### src/include/panel_pkg.sv
// constants shared by the front-panel motion control block
package panel_pkg;
  localparam int unsigned CLK_HZ        = 125_000_000;
  localparam int unsigned HOLD_MS       = 2000;
  localparam int unsigned HOLD_CYC      = HOLD_MS * (CLK_HZ / 1000);
  localparam int unsigned FLASH_MS      = 100;
  localparam int unsigned FLASH_CYC     = FLASH_MS * (CLK_HZ / 1000);
  localparam int unsigned FLASH_COUNT   = 5;
  localparam int unsigned POS_W         = 32;
  localparam int unsigned VEL_W         = 16;
  localparam int unsigned SLIDER_W      = 8;
  localparam int unsigned STEPS         = 4;
  localparam int unsigned STEP_VEL_RST  = 16;

  // register word offsets (byte addresses)
  localparam logic [7:0] REG_CTRL      = 8'h00;
  localparam logic [7:0] REG_STATUS    = 8'h04;
  localparam logic [7:0] REG_IRQ_STAT  = 8'h08;
  localparam logic [7:0] REG_IRQ_MASK  = 8'h0c;
  localparam logic [7:0] REG_TARGET0   = 8'h10;
  localparam logic [7:0] REG_TARGET1   = 8'h14;
  localparam logic [7:0] REG_JOG_STEP  = 8'h18;
  localparam logic [7:0] REG_JOG_VEL   = 8'h1c;
  localparam logic [7:0] REG_DEAD      = 8'h20;
  localparam logic [7:0] REG_VEL_BASE  = 8'h24;

  // control register fields
  localparam int unsigned CTRL_MODE    = 0;
  localparam int unsigned CTRL_LED_LIM = 1;
  localparam int unsigned CTRL_LED_MOV = 2;
  localparam int unsigned CTRL_IDENT   = 3;

  // interrupt event bits
  localparam int unsigned EV_HOMED     = 0;
  localparam int unsigned EV_TAUGHT    = 1;
  localparam int unsigned EV_MODE      = 2;
  localparam int unsigned EV_LIMIT     = 3;
  localparam int unsigned EV_W         = 4;

  localparam logic [31:0] DEAD_RST     = 32'h0000_0008;
  localparam logic [31:0] JOG_STEP_RST = 32'h0000_0100;
  localparam logic [31:0] JOG_VEL_RST  = 32'h0000_0040;
  localparam logic [31:0] IDLE_DATA    = 32'h0000_0000;

  typedef enum logic [2:0] {
    ST_IDLE, ST_WAIT, ST_HOMING, ST_MOVE, ST_HELD
  } panel_state_t;
endpackage

### src/hw/led_flasher.sv
`timescale 1ns/1ps
// activity led flasher: bursts of a fixed count, or continuous blinking
module led_flasher
  import panel_pkg::*;
#(
  parameter int unsigned HALF_CYC = FLASH_CYC,
  parameter int unsigned BURST    = FLASH_COUNT
) (
  input  wire logic clk_i,
  input  wire logic rst_i,
  input  wire logic ce_i,
  input  wire logic burst_i,
  input  wire logic blink_i,
  input  wire logic solid_i,
  output logic      led_o,
  output logic      busy_o
);
  logic [31:0] tick_r;
  logic [3:0]  left_r;
  logic        phase_r;
  logic        blink_act_r;
  wire         tick_end = (tick_r == 32'(HALF_CYC - 1));
  wire         running  = (left_r != 4'h0) || blink_act_r;

  always_ff @(posedge clk_i) begin
    if (rst_i) begin
      tick_r      <= 32'h0;
      left_r      <= 4'h0;
      phase_r     <= 1'b0;
      blink_act_r <= 1'b0;
    end else if (ce_i) begin
      blink_act_r <= blink_i;
      if (burst_i) begin
        // a new burst restarts the count so BURST flashes are seen while solid_i is low
        left_r  <= 4'(BURST);
        tick_r  <= 32'h0;
        phase_r <= 1'b1;
      end else if (running) begin
        tick_r <= tick_end ? 32'h0 : tick_r + 32'h1;
        if (tick_end) begin
          phase_r <= ~phase_r;
          if (phase_r && left_r != 4'h0)
            left_r <= left_r - 4'h1;
        end
      end else begin
        phase_r <= 1'b0;
        tick_r  <= 32'h0;
      end
    end
  end

  assign led_o  = solid_i | phase_r;
  assign busy_o = (left_r != 4'h0);
endmodule

### src/hw/panel_motion.sv
// Added by the designer: the address map and the Wishbone interface to the registers.
`timescale 1ns/1ps
// front-panel motion control: slider, two buttons, homing, teach, led
// Behaviour
// RULE1: slider at centre commands zero velocity.
// RULE2: off-centre slider drives toward deflection, speed rising in configured steps.
// RULE3: both buttons held two seconds starts homing.
// RULE4: homing drives to home switch, then clears position counter.
// RULE5: either button press stops a homing or position move.
// RULE6: taught-position mode: press moves to that button's stored target.
// RULE7: taught-position mode: single button held two seconds stores current position.
// RULE8: after storing a target, led flashes five times.
// RULE9: jog mode: each press moves one increment, one button per direction.
// RULE10: mode setting selects jog or recall; jog uses stored jog parameters.
// RULE11: button held with slider up selects taught-position mode.
// RULE12: button held with slider down selects jog mode.
// RULE13: each panel mode change flashes led five times.
// RULE14: optionally led flashes on limit switches or host identify.
// RULE15: optionally led stays lit while motor moves.
// RULE16: two-button hold homes and never triggers a teach.
module panel_motion
  import panel_pkg::*;
#(
  parameter int unsigned HOLD_CYCLES = HOLD_CYC,
  parameter int unsigned FLASH_HALF  = FLASH_CYC
) (
  input  wire logic                       clk_i,
  input  wire logic                       rst_i,
  input  wire logic                       ce_i,
  input  wire logic [7:0]                 adr_i,
  input  wire logic [31:0]                dat_i,
  output logic      [31:0]                dat_o,
  input  wire logic                       we_i,
  input  wire logic [3:0]                 sel_i,
  input  wire logic                       cyc_i,
  input  wire logic                       stb_i,
  output logic                            ack_o,
  output logic                            irq_o,
  input  wire logic signed [SLIDER_W-1:0] slider_i,
  input  wire logic                       btn_fwd_i,
  input  wire logic                       btn_rev_i,
  input  wire logic                       home_sw_i,
  input  wire logic                       lim_fwd_i,
  input  wire logic                       lim_rev_i,
  input  wire logic                       moving_i,
  input  wire logic                       move_done_i,
  input  wire logic [POS_W-1:0]           position_i,
  output logic signed [VEL_W-1:0]         vel_cmd_o,
  output logic                            vel_mode_o,
  output logic [POS_W-1:0]                target_o,
  output logic [VEL_W-1:0]                move_vel_o,
  output logic                            move_start_o,
  output logic                            move_rel_o,
  output logic                            move_stop_o,
  output logic                            pos_clear_o,
  output logic                            led_o
);
  panel_state_t state_r;
  logic [31:0]  ctrl_r;
  logic [31:0]  target_r [2];
  logic [31:0]  jog_step_r;
  logic [31:0]  jog_vel_r;
  logic [31:0]  dead_r;
  logic [VEL_W-1:0] step_vel_r [STEPS];
  logic [EV_W-1:0] irq_stat_r;
  logic [EV_W-1:0] irq_mask_r;
  logic [31:0]  hold_r;
  logic         hold_fired_r;
  logic         both_seen_r;
  logic         btn_fwd_r;
  logic         btn_rev_r;
  logic         lim_r;
  logic [31:0]  dat_r;
  logic         ack_r;
  logic         ident_pulse;
  logic         flash_busy;

  function automatic logic [31:0] wmask(input logic [31:0] old, input logic [31:0] nw,
                                        input logic [3:0] s);
    for (int b = 0; b < 4; b++)
      wmask[b*8 +: 8] = s[b] ? nw[b*8 +: 8] : old[b*8 +: 8];
  endfunction

  // bus decode
  wire bus_req = cyc_i & stb_i & ~ack_r;
  wire bus_wr  = bus_req & we_i & ce_i;
  wire wr_ctrl = bus_wr && adr_i == REG_CTRL;
  wire wr_stat = bus_wr && adr_i == REG_IRQ_STAT;
  wire wr_mask = bus_wr && adr_i == REG_IRQ_MASK;
  wire wr_t0   = bus_wr && adr_i == REG_TARGET0;
  wire wr_t1   = bus_wr && adr_i == REG_TARGET1;
  wire wr_jst  = bus_wr && adr_i == REG_JOG_STEP;
  wire wr_jvl  = bus_wr && adr_i == REG_JOG_VEL;
  wire wr_dead = bus_wr && adr_i == REG_DEAD;

  // slider decode
  wire signed [SLIDER_W-1:0] dead_s = SLIDER_W'(dead_r[SLIDER_W-1:0]);
  wire                 slider_up   = slider_i >  dead_s;
  wire                 slider_dn   = slider_i < -dead_s;
  wire                 slider_ctr  = ~slider_up & ~slider_dn;
  wire [SLIDER_W-1:0]  slider_mag  = slider_i[SLIDER_W-1] ? SLIDER_W'(-slider_i)
                                                          : SLIDER_W'(slider_i);
  wire [1:0]           step_idx    = slider_mag[SLIDER_W-2 -: 2];
  wire [VEL_W-1:0]     step_vel    = step_vel_r[step_idx];

  // button decode
  wire any_btn    = btn_fwd_i | btn_rev_i;
  wire both_btn   = btn_fwd_i & btn_rev_i;
  wire press_fwd  = btn_fwd_i & ~btn_fwd_r;
  wire press_rev  = btn_rev_i & ~btn_rev_r;
  wire any_press  = press_fwd | press_rev;
  wire release_ev = ~any_btn & (btn_fwd_r | btn_rev_r);
  wire hold_done  = (hold_r == 32'(HOLD_CYCLES - 1)) & ~hold_fired_r;
  wire mode_go    = ctrl_r[CTRL_MODE];
  wire in_move    = (state_r == ST_HOMING) || (state_r == ST_MOVE);
  wire sel_rev    = btn_rev_r & ~btn_fwd_r;

  wire do_home    = (state_r == ST_WAIT) & hold_done & both_btn;                  // [RULE3]
  wire do_teach   = (state_r == ST_WAIT) & hold_done & ~both_btn & ~both_seen_r
                    & mode_go & slider_ctr;                                       // [RULE7] [RULE16]
  wire to_go      = (state_r == ST_WAIT) & any_btn & slider_up & ~mode_go;        // [RULE11]
  wire to_jog     = (state_r == ST_WAIT) & any_btn & slider_dn & mode_go;         // [RULE12]
  wire mode_chg   = to_go | to_jog;
  wire short_rel  = (state_r == ST_WAIT) & release_ev & ~hold_fired_r
                    & ~both_seen_r;
  wire do_recall  = short_rel & mode_go;                                          // [RULE6]
  wire do_jog     = short_rel & ~mode_go;                                         // [RULE9]
  wire stop_req   = in_move & any_press;                                          // [RULE5]
  wire home_hit   = (state_r == ST_HOMING) & home_sw_i;
  wire lim_now    = lim_fwd_i | lim_rev_i;
  wire lim_ev     = lim_now & ~lim_r;

  wire [EV_W-1:0] events = {lim_ev, mode_chg, do_teach, home_hit};

  always_ff @(posedge clk_i) begin
    if (rst_i) begin
      btn_fwd_r    <= 1'b0;
      btn_rev_r    <= 1'b0;
      lim_r        <= 1'b0;
      hold_r       <= 32'h0;
      hold_fired_r <= 1'b0;
      both_seen_r  <= 1'b0;
    end else if (ce_i) begin
      btn_fwd_r <= btn_fwd_i;
      btn_rev_r <= btn_rev_i;
      lim_r     <= lim_now;
      // only one long-hold action may fire per press
      if (!any_btn || in_move) begin
        hold_r       <= 32'h0;
        hold_fired_r <= 1'b0;
        both_seen_r  <= 1'b0;
      end else begin
        if (!hold_fired_r)
          hold_r <= hold_done ? hold_r : hold_r + 32'h1;
        if (hold_done || mode_chg)
          hold_fired_r <= 1'b1;
        if (both_btn)
          both_seen_r <= 1'b1;                                                    // [RULE16]
      end
    end
  end

  // panel sequencer
  always_ff @(posedge clk_i) begin
    if (rst_i)
      state_r <= ST_IDLE;
    else if (ce_i) begin
      case (state_r)
        ST_IDLE:   if (any_press && !moving_i) state_r <= ST_WAIT;
        ST_WAIT:   if (do_home)                   state_r <= ST_HOMING;
                   else if (do_recall || do_jog)  state_r <= ST_MOVE;
                   else if (!any_btn)             state_r <= ST_IDLE;
        ST_HOMING: if (stop_req || home_hit)      state_r <= ST_HELD;             // [RULE4]
        ST_MOVE:   if (stop_req || move_done_i)   state_r <= ST_HELD;
        ST_HELD:   if (!any_btn)                  state_r <= ST_IDLE;
        default:   state_r <= ST_IDLE;
      endcase
    end
  end

  // registers
  always_ff @(posedge clk_i) begin
    if (rst_i) begin
      ctrl_r      <= 32'h0;
      target_r[0] <= 32'h0;
      target_r[1] <= 32'h0;
      jog_step_r  <= JOG_STEP_RST;
      jog_vel_r   <= JOG_VEL_RST;
      dead_r      <= DEAD_RST;
      irq_stat_r  <= '0;
      irq_mask_r  <= '0;
    end else if (ce_i) begin
      if (wr_ctrl)
        ctrl_r <= wmask(ctrl_r, dat_i, sel_i);
      else if (to_go)
        ctrl_r[CTRL_MODE] <= 1'b1;                                                // [RULE11]
      else if (to_jog)
        ctrl_r[CTRL_MODE] <= 1'b0;                                                // [RULE12]
      if (wr_ctrl && dat_i[CTRL_IDENT] && sel_i[0])
        ctrl_r[CTRL_IDENT] <= 1'b0;
      if (do_teach)
        target_r[sel_rev] <= position_i;                                          // [RULE7]
      else if (wr_t0)
        target_r[0] <= wmask(target_r[0], dat_i, sel_i);
      else if (wr_t1)
        target_r[1] <= wmask(target_r[1], dat_i, sel_i);
      if (wr_jst) jog_step_r <= wmask(jog_step_r, dat_i, sel_i);
      if (wr_jvl) jog_vel_r  <= wmask(jog_vel_r, dat_i, sel_i);
      if (wr_dead) dead_r    <= wmask(dead_r, dat_i, sel_i);
      if (wr_mask) irq_mask_r <= dat_i[EV_W-1:0];
      // a new event wins over a write-one clear in the same cycle
      irq_stat_r <= (irq_stat_r & ~(wr_stat ? dat_i[EV_W-1:0] : '0)) | events;
    end
  end

  // speed table, one register per step
  genvar g;
  generate
    for (g = 0; g < STEPS; g++) begin : g_step
      wire wr_step = bus_wr && adr_i == 8'(REG_VEL_BASE + 8'(4 * g));
      always_ff @(posedge clk_i) begin
        if (rst_i)
          step_vel_r[g] <= VEL_W'((g + 1) * STEP_VEL_RST);
        else if (ce_i && wr_step)
          step_vel_r[g] <= dat_i[VEL_W-1:0];
      end
    end
  endgenerate

  // motion command outputs
  always_ff @(posedge clk_i) begin
    if (rst_i) begin
      vel_cmd_o    <= '0;
      vel_mode_o   <= 1'b0;
      target_o     <= '0;
      move_vel_o   <= '0;
      move_start_o <= 1'b0;
      move_rel_o   <= 1'b0;
      move_stop_o  <= 1'b0;
      pos_clear_o  <= 1'b0;
    end else if (ce_i) begin
      move_start_o <= 1'b0;
      move_stop_o  <= stop_req;                                                   // [RULE5]
      pos_clear_o  <= home_hit & ~stop_req;                                       // [RULE4]
      if (state_r == ST_HOMING && !home_hit) begin
        vel_mode_o <= 1'b1;
        vel_cmd_o  <= -$signed(VEL_W'(jog_vel_r[VEL_W-1:0]));                     // [RULE4]
      end else if (state_r == ST_IDLE && !any_btn && !slider_ctr) begin
        vel_mode_o <= 1'b1;
        vel_cmd_o  <= slider_up ? $signed(step_vel) : -$signed(step_vel);         // [RULE2]
      end else begin
        vel_mode_o <= (state_r == ST_IDLE) & slider_ctr;
        vel_cmd_o  <= '0;                                                         // [RULE1]
      end
      if (do_recall) begin
        move_start_o <= 1'b1;
        move_rel_o   <= 1'b0;
        target_o     <= target_r[sel_rev];                                        // [RULE6]
        move_vel_o   <= jog_vel_r[VEL_W-1:0];
      end else if (do_jog) begin
        move_start_o <= 1'b1;
        move_rel_o   <= 1'b1;
        target_o     <= sel_rev ? POS_W'(-jog_step_r) : jog_step_r;               // [RULE9]
        move_vel_o   <= jog_vel_r[VEL_W-1:0];                                     // [RULE10]
      end
    end
  end

  assign ident_pulse = wr_ctrl & dat_i[CTRL_IDENT] & sel_i[0];

  // teach and mode bursts always flash; limit and identify only when enabled
  wire flash_trig = do_teach | mode_chg // [RULE8] [RULE13]
                    | (ctrl_r[CTRL_LED_LIM] & (lim_ev | ident_pulse)); // [RULE14]

  led_flasher #(
    .HALF_CYC (FLASH_HALF),
    .BURST    (FLASH_COUNT)
  ) u_led (
    .clk_i   (clk_i),
    .rst_i   (rst_i),
    .ce_i    (ce_i),
    .burst_i (flash_trig),
    .blink_i (1'b0),
    .solid_i (ctrl_r[CTRL_LED_MOV] & moving_i),                                   // [RULE15]
    .led_o   (led_o),
    .busy_o  (flash_busy)
  );

  // bus read mux and ack
  wire [31:0] rd_mux =
    adr_i == REG_CTRL     ? ctrl_r :
    adr_i == REG_STATUS   ? {26'h0, flash_busy, moving_i, 3'(state_r), mode_go} :
    adr_i == REG_IRQ_STAT ? 32'(irq_stat_r) :
    adr_i == REG_IRQ_MASK ? 32'(irq_mask_r) :
    adr_i == REG_TARGET0  ? target_r[0] :
    adr_i == REG_TARGET1  ? target_r[1] :
    adr_i == REG_JOG_STEP ? jog_step_r :
    adr_i == REG_JOG_VEL  ? jog_vel_r :
    adr_i == REG_DEAD     ? dead_r : IDLE_DATA;

  always_ff @(posedge clk_i) begin
    if (rst_i) begin
      ack_r <= 1'b0;
      dat_r <= IDLE_DATA;
    end else if (ce_i) begin
      ack_r <= bus_req;
      if (bus_req && !we_i)
        dat_r <= rd_mux;
    end
  end

  assign ack_o = ack_r;
  assign dat_o = dat_r;
  assign irq_o = |(irq_stat_r & irq_mask_r);

  chk_home_start: assert property (@(posedge clk_i) disable iff (rst_i) // [RULE3]
    ce_i && do_home |=> state_r == ST_HOMING)
    else $error("homing did not start after two-button hold");
  chk_centre_zero: assert property (@(posedge clk_i) disable iff (rst_i) // [RULE1]
    ce_i && state_r == ST_IDLE && slider_ctr |=> vel_cmd_o == '0)
    else $error("centred slider gave non-zero velocity");
  chk_home_clear: assert property (@(posedge clk_i) disable iff (rst_i) // [RULE4]
    ce_i && home_hit && !stop_req |=> pos_clear_o && state_r == ST_HELD)
    else $error("home switch did not clear position");
  chk_stop_move: assert property (@(posedge clk_i) disable iff (rst_i) // [RULE5]
    ce_i && in_move && any_press |=> move_stop_o && state_r == ST_HELD)
    else $error("button press did not stop move");
  chk_no_teach_both: assert property (@(posedge clk_i) disable iff (rst_i) // [RULE16]
    ce_i && (both_btn || both_seen_r) && !wr_t0 && !wr_t1
    |=> $stable(target_r[0]) && $stable(target_r[1]))
    else $error("target changed during two-button hold");
  chk_mode_up: assert property (@(posedge clk_i) disable iff (rst_i) // [RULE11]
    ce_i && to_go && !wr_ctrl |=> mode_go)
    else $error("slider up did not select recall mode");
  chk_mode_down: assert property (@(posedge clk_i) disable iff (rst_i) // [RULE12]
    ce_i && to_jog && !wr_ctrl |=> !mode_go)
    else $error("slider down did not select jog mode");
  chk_flash_start: assert property (@(posedge clk_i) disable iff (rst_i) // [RULE8] [RULE13]
    ce_i && (mode_chg || do_teach) |=> flash_busy)
    else $error("led burst not started");
  chk_moving_led: assert property (@(posedge clk_i) disable iff (rst_i) // [RULE15]
    ctrl_r[CTRL_LED_MOV] && moving_i |-> led_o)
    else $error("led dark while moving");
endmodule

### config.mk
export PLATFORM = sky130hd
export DESIGN_NAME = panel_motion
export DESIGN_NICKNAME = d
export VERILOG_FILES = /design/src/include/panel_pkg.sv /design/src/hw/led_flasher.sv /design/src/hw/panel_motion.sv
export SDC_FILE = /design/constraint.sdc
export NUM_CORES = 1
export LEC_CHECK = 0
export BUFFER_PORTS_ARGS = -buffer_cell sky130_fd_sc_hd__clkbuf_2
export CORE_MARGIN = 2
export CORE_UTILIZATION = 50
export DETAILED_ROUTE_END_ITERATION = 10
export PLACE_DENSITY = 0.69
export REMOVE_ABC_BUFFERS = 1
export SLEW_MARGIN = 0
export SYNTH_ARGS = -nofsm -noshare
export SYNTH_HDL_FRONTEND = slang
export SYNTH_SLANG_ARGS = --single-unit
### constraint.sdc
create_clock -name clk_i -period 3.29 [get_ports clk_i]
set_input_delay 0.4935 -clock clk_i [delete_from_list [all_inputs] [get_ports clk_i]]
set_output_delay 0.4935 -clock clk_i [all_outputs]
set_load 0.01 [all_outputs]
== Word-level counts from Yosys, hierarchy flattened ==
Memory sizes are Yosys's and may differ from the RTL's.
Cells that the tools add are included.
Widths: inputs -> output; s select.

* Add/subtract/negate cells: 8
* Multipliers: 0
* Div/mod/pow operators: 0
* $lt $le $gt $ge: 2
* Eq/ne operators: 25
* Shift operators: 0
* Multiplexer cells: 101
* Bitwise logic cells: 68
* Reduce and logical (&&, ||, !) cells: 76

{| class="wikitable"
|+ Operators by type and width
! kind !! number
|-
| $mux 32 || 21
|-
| $mux 16 || 9
|-
| $add 32x1->32 const B || 2
|-
| $mux 8 || 8
|-
| $reduce_and 3->1 || 19
|-
| $mux 1 || 48
|-
| $eq 8x6->1 const B || 5
|-
| $and 1x1->1 || 36
|-
| $eq 32x24->1 const B || 1
|-
| $eq 32x28->1 const B || 1
|-
| $eq 8x5->1 const B || 4
|-
| $neg 16->16 || 2
|-
| $neg 32->32 || 1
|-
| $reduce_or 32->1 || 1
|-
| $logic_and 1x1->1 || 24
|-
| $mux 4 || 6
|-
| $mux 3 || 7
|-
| $eq 8x4->1 const B || 2
|-
| $reduce_bool 2->1 || 8
|-
| $or 1x1->1 || 15
|-
| $pmux 3 s5 || 1
|-
| $not 1->1 || 13
|-
| $reduce_and 2->1 || 6
|-
| $and 4x4->4 || 2
|-
| other kinds (23) || 38
|}

* Bits in registers: 315
* Bits in latches: 0
* RAM bits: 128
* ROM bits: 0
* Bits of input ports: 97
* Output and inout port bits: 104
* Word-level logic and storage cells: 322
* Memories kept: 2

{| class="wikitable"
|+ Memories
! memory !! words !! bits a word !! rd ports !! clocked after Yosys merged registers in !! wr ports !! RTL line !! text
|-
| step_vel_r || 4 || 16 || 1 || 0 || 4 || panel_motion.sv:64 || <nowiki>logic [VEL_W-1:0] step_vel_r [STEPS];</nowiki>
|-
| target_r || 2 || 32 || 3 || 0 || 2 || panel_motion.sv:60 || <nowiki>logic [31:0] target_r [2];</nowiki>
|}

== Depth between registers and ports, before layout ==
* Depth after elaboration: 13
* Mapped depth: 14
* Depth with buffers taken out: 13

== Hierarchy ==
Synthesis repeated with hierarchy kept, for this count alone.

* Cell total of the unflattened synthesis: 2448
* Area total of the unflattened synthesis: 22410.2 µm²

{| class="wikitable"
|+ By module, submodules not included
! module !! instances !! cells each !! area each (µm²) !! seq. area each (µm²)
|-
| panel_motion || 1 || 2243 || 20573.5 || 9409.0
|-
| led_flasher || 1 || 205 || 1836.8 || 760.7
|}

== Worst setup path before layout ==
OpenSTA, ideal clock, no wires.

* Path kind: input port to flip-flop
* From: in slider_i[6]
* To: mem target_r[0][10] (data pin)
* Setup time: 0.256 ns
* Arrival time: 2.764 ns
* Data required time: 3.034 ns
* Path slack: 0.270 ns
* Stages: 10
* Buffers on the path: 2
* Path through: ha_1 -> nand4_1 -> o21ai_0 -> o22ai_1 -> a31oi_1 -> nand3_1 -> and3_1 -> clkbuf_1 -> clkbuf_1 -> a22o_1

{| class="wikitable"
|+ RTL lines
! what !! RTL line !! text
|-
| start: declaration || panel_motion.sv:39 || <nowiki>input wire logic signed [SLIDER_W-1:0] slider_i,</nowiki>
|-
| end: declaration || panel_motion.sv:60 ||
|}

== Final worst setup path ==
* From: reg jog_step_r[16]
* To: reg target_o[31]

* Longest elaborated chain between the ends: 4

{| class="wikitable"
|+ RTL lines
! what !! RTL line !! text
|-
| start: declaration || panel_motion.sv:61 || <nowiki>logic [31:0] jog_step_r;</nowiki>
|-
| start signal: assignment || panel_motion.sv:207 || <nowiki>if (wr_jst) jog_step_r <= wmask(jog_step_r, dat_i, sel_i);</nowiki>
|-
| $neg 32->32 || panel_motion.sv:263 || <nowiki>target_o <= sel_rev ? POS_W'(-jog_step_r) : jog_step_r;</nowiki>
|-
| $mux 32 || panel_motion.sv:263 ||
|-
| $mux 32 || panel_motion.sv:260 || <nowiki>end else if (do_jog) begin</nowiki>
|-
| $mux 32 || panel_motion.sv:255 || <nowiki>if (do_recall) begin</nowiki>
|-
| end signal: assignment || panel_motion.sv:258 || <nowiki>target_o <= target_r[sel_rev];</nowiki>
|-
| end signal: assignment || panel_motion.sv:263 ||
|-
| end: declaration || panel_motion.sv:50 || <nowiki>output logic [POS_W-1:0] target_o,</nowiki>
|}

No other way between the ends. The select of a mux whose other input is x is not followed.
A chain may end at the register's enable or synchronous reset.

==> impl_results.md <==
- Tightest Pin Transition: approximately 1.2 ns
- Worst setup path end: target_o[31]
- Initial core utilization: 50.9%
- Vias/cell: 6.16
- Main flop type after synthesis: dfxtp_1
- Max Clk Rate: just over 300 MHz
- R2r startpoint: jog_step_r[16]
- P&R area growth vs syn: 18.5%
- Avg Inst Size Synth: 9.13 µm²
- Placed cell area: 0.0245 mm²
- Post-synthesis compound-gate area fraction: 17.0%
- FF-to-FF path depth: 10
- Setup violations, final: 0
- Synthesized instance count: 2413
- Post-DRT Antenna Nets: 0
- Die area: 0.0458 mm²
- Ys async rst share: 0%
- Ys Warns: 0
- Power per cell area: between 400 and 500 mW/mm²
- IO Port Bufs: 200
- Initial DRC count: approximately 2000
- DR DRC count: 0
- Share of layout cells above drive strength 1: 18.0%
- Part of the power in registers: 48.0%
- Io pins: 201
- Clock buffer depth: 3
- Fin crit share: 98.2%
- Slew HR: 20.2%
- TritonCTS Sinks: 443
- Worst R2R End: target_o[31]
- Count of different cell masters after synthesis: just under 90
- Max VDD drop: 402 µV
- Outcome: finished, final reports clean
- Power after layout: 0.0120 W
- Die Wd: 214 µm
- Wire length per cell: 22.5 µm
- Gr ovfl total: 0
- TritonCTS clock tree: built
- Core Util, Final: 60.3%
- Root Buffer: clkbuf_16
- Worst Path Arrival: approximately 3.7 ns
- Number of global-route vias before repair: 19700
- Initial antenna violation count: 9
- Sw frac: between 20% and 30%
- Worst hold path class: in -> reg
- Hold buffers post-CTS: 0
- Rows: 76
- Via count: between 20000 and 25000
- Unrepaired setup endpoints after global routing: false
- Crit Path Max Fanout: 6
- Inserted Clock Buffers: between 40 and 50
- Post-Synth XOR/XNOR Area: 4.29%
- Clk slew on worst S/H paths: 0.06 ns
- Largest family of logic cells by synthesized area: simple AND/OR/NAND/NOR gates
- Max-slew violations: 0
- Hpwl dp: 51900 µm
- WP data required: 3.71 ns
- Gp weighted congestion: slightly above 0.9
- Global-route wire length before repair: 113000 µm
- Synthesized area: 0.0220 mm²
- First drt pass iteration count: 6
- Most common cell after layout, fill and taps aside: nor2_1
- Fill cell count: 3762
- Seq/Total Area, Yosys: 46.1%
- Critical setup path kind: reg -> reg
- Leakage: just under 10 nW
- NumNets Final: roughly 2800
- Mux contribution to synthesized area: about 6.7%
- Sw Pwr: approximately 0.0030 W
- Most frequent cells in the layout: nor2_1, dfxtp_1, nand2_1
- WHS Path Cells: 2
- Final wirelength: 73600 µm
- Largest net degree at the start of global routing: 112
- H-tree Lvls: 2
- R2R Setup Slk: 0.06 ns
- Post-synth EDFFs: 128
- Simple-gate share of the synthesized area: 21.2%
- GRT Total Usage: 31.3%
- Core box area: 0.0433 mm²
- Setup crit end kind: flip-flop
- Final Hold Viols: 0
- Worst skew pair latency: 0.61 ns
- Startpoint types: flip-flop
- Maxcap violations: 0
- Critical path origin: jog_step_r[16]
- Cell Int Power: ~0.009 W
- Clock power frac: 43.3%
- Seq cells post-synth: 443
- Die H: 214 µm
- Crit path time final: 3.23 ns
- Power share of the combinational group: under 10%
- Cell area after layout: 0.0261 mm²
- Adder-Cell Fraction of Synth Area: under 10%
- Setup Skew: 0.0417 ns
## worst min-delay path by stage
stage	from	end	slack, ns
finish	position_i[0]	target_r[0][0]	0.19
global route	position_i[21]	target_r[1][21]	0.19
CTS	position_i[0]	target_r[0][0]	0.16
detailed placement	move_vel_o[6]	move_vel_o[6]	0.45
global placement	ctrl_r[4]	ctrl_r[4]	0.44
floorplan	ctrl_r[6]	ctrl_r[6]	0.43
## cells by family (layout without fill, tap and decap cells)
logic type      after synthesis  after routing
simple gates                974            974
flops                       443            443
xor+xnor                    108            108
compound gates              523            523
buf+inv                     199            475
other cells                   0              5
fa+ha+maj                    22             22
mux                         144            144
## worst max-delay path: stages (launching register included)
cell and delay [ns]:
dfxtp_1 0.36, or4_1 0.63, nor4_1 0.36, buf_4 0.20, nand2b_1 0.10, o41ai_1 0.62, buf_4 0.23, nand2_1 0.06
xor2_1 0.15, a211oi_1 0.28, nor3_1 0.07
## stage by stage
| step | hold slack (ns) | setup TNS (ns) | worst slack [ns] | std cells |
|---|---|---|---|---|
| after floorplan | 0.425 | -103.55 | -0.965 | 2252 |
| after global placement | 0.439 | -3.70 | -0.0963 | 3184 |
| after detailed placement | 0.447 | -12.78 | -0.170 | 3184 |
| after CTS | 0.164 | 0 | 0.0599 | 3274 |
| after global routing | 0.193 | 0 | 0.00204 | 3277 |
| final | 0.185 | 0 | 0.0606 | 3279 |
## flip-flops by register name (all words and copies together), names as in the netlist, 3 cells and up
name and count:
ctrl_r 32, dat_o 32, dead_r 32, hold_r 32, irq_mask_r 4, irq_stat_r 4
jog_step_r 32, jog_vel_r 32, move_vel_o 16, state_r 3, step_vel_r 64, target_o 32
target_r 64, u_led.left_r 4, u_led.tick_r 32, vel_cmd_o 16
## Yosys cell counts, types with 27 or more instances
library cell / instances / area (µm²)
o211ai_1: 27 / 203
nand3_1: 101 / 505
a211oi_1: 39 / 293
and2_1: 71 / 444
mux2i_1: 136 / 1360
edfxtp_1: 128 / 3840
nand2_1: 215 / 807
xor2_1: 57 / 499
nand4_1: 33 / 206
o21ai_0: 84 / 420
xnor2_1: 51 / 447
clkbuf_1: 140 / 526
a22oi_1: 64 / 480
dfxtp_1: 315 / 6310
a21oi_1: 97 / 485
nor2_1: 344 / 1290
a22o_1: 64 / 561
inv_1: 38 / 143
and3_1: 38 / 238
nor3_1: 49 / 245
a221oi_1: 33 / 289
## power groups by stage
stage,logic (W),clock network [W],registers [W]
2_1_floorplan,0.000461,0,0.00588
3_3_place_gp,0.00100,0,0.00588
3_5_place_dp,0.00101,0,0.00588
4_1_cts,0.00102,0.00527,0.00576
5_1_grt,0.00112,0.00548,0.00577
6_report,0.00104,0.00521,0.00577
## what timing repair did
item | 4_1_cts | 5_1_grt
buffers inserted | 0 | 0
cloned | 0 | 0
endpoints found under the setup margin | 64 | 135
gates resized for setup | 4 | 17
## per-layer routing
metal	part of all wire (%)	global-route usage, %	up-vias
met5	0.083	0	-
met4	4.7	15.4	10
met3	7.4	4.98	206
met2	46	51.2	941
met1	42	40.4	9780
li1	-	-	9270
## layout make-up
class	instances	area [µm²]	area share [%]
Clock buffer	65	1360	5.19
Timing Repair Buffer	347	2320	8.87
Sequential cell	443	10200	38.9
Inverter	38	143	0.546
Tap cell	585	732	2.80
Antenna cell	5	12.5	0.0479
Clock inverter	25	165	0.633
Multi-Input combinational cell	1771	11200	43.0
Power figures use the tool's default switching activity.
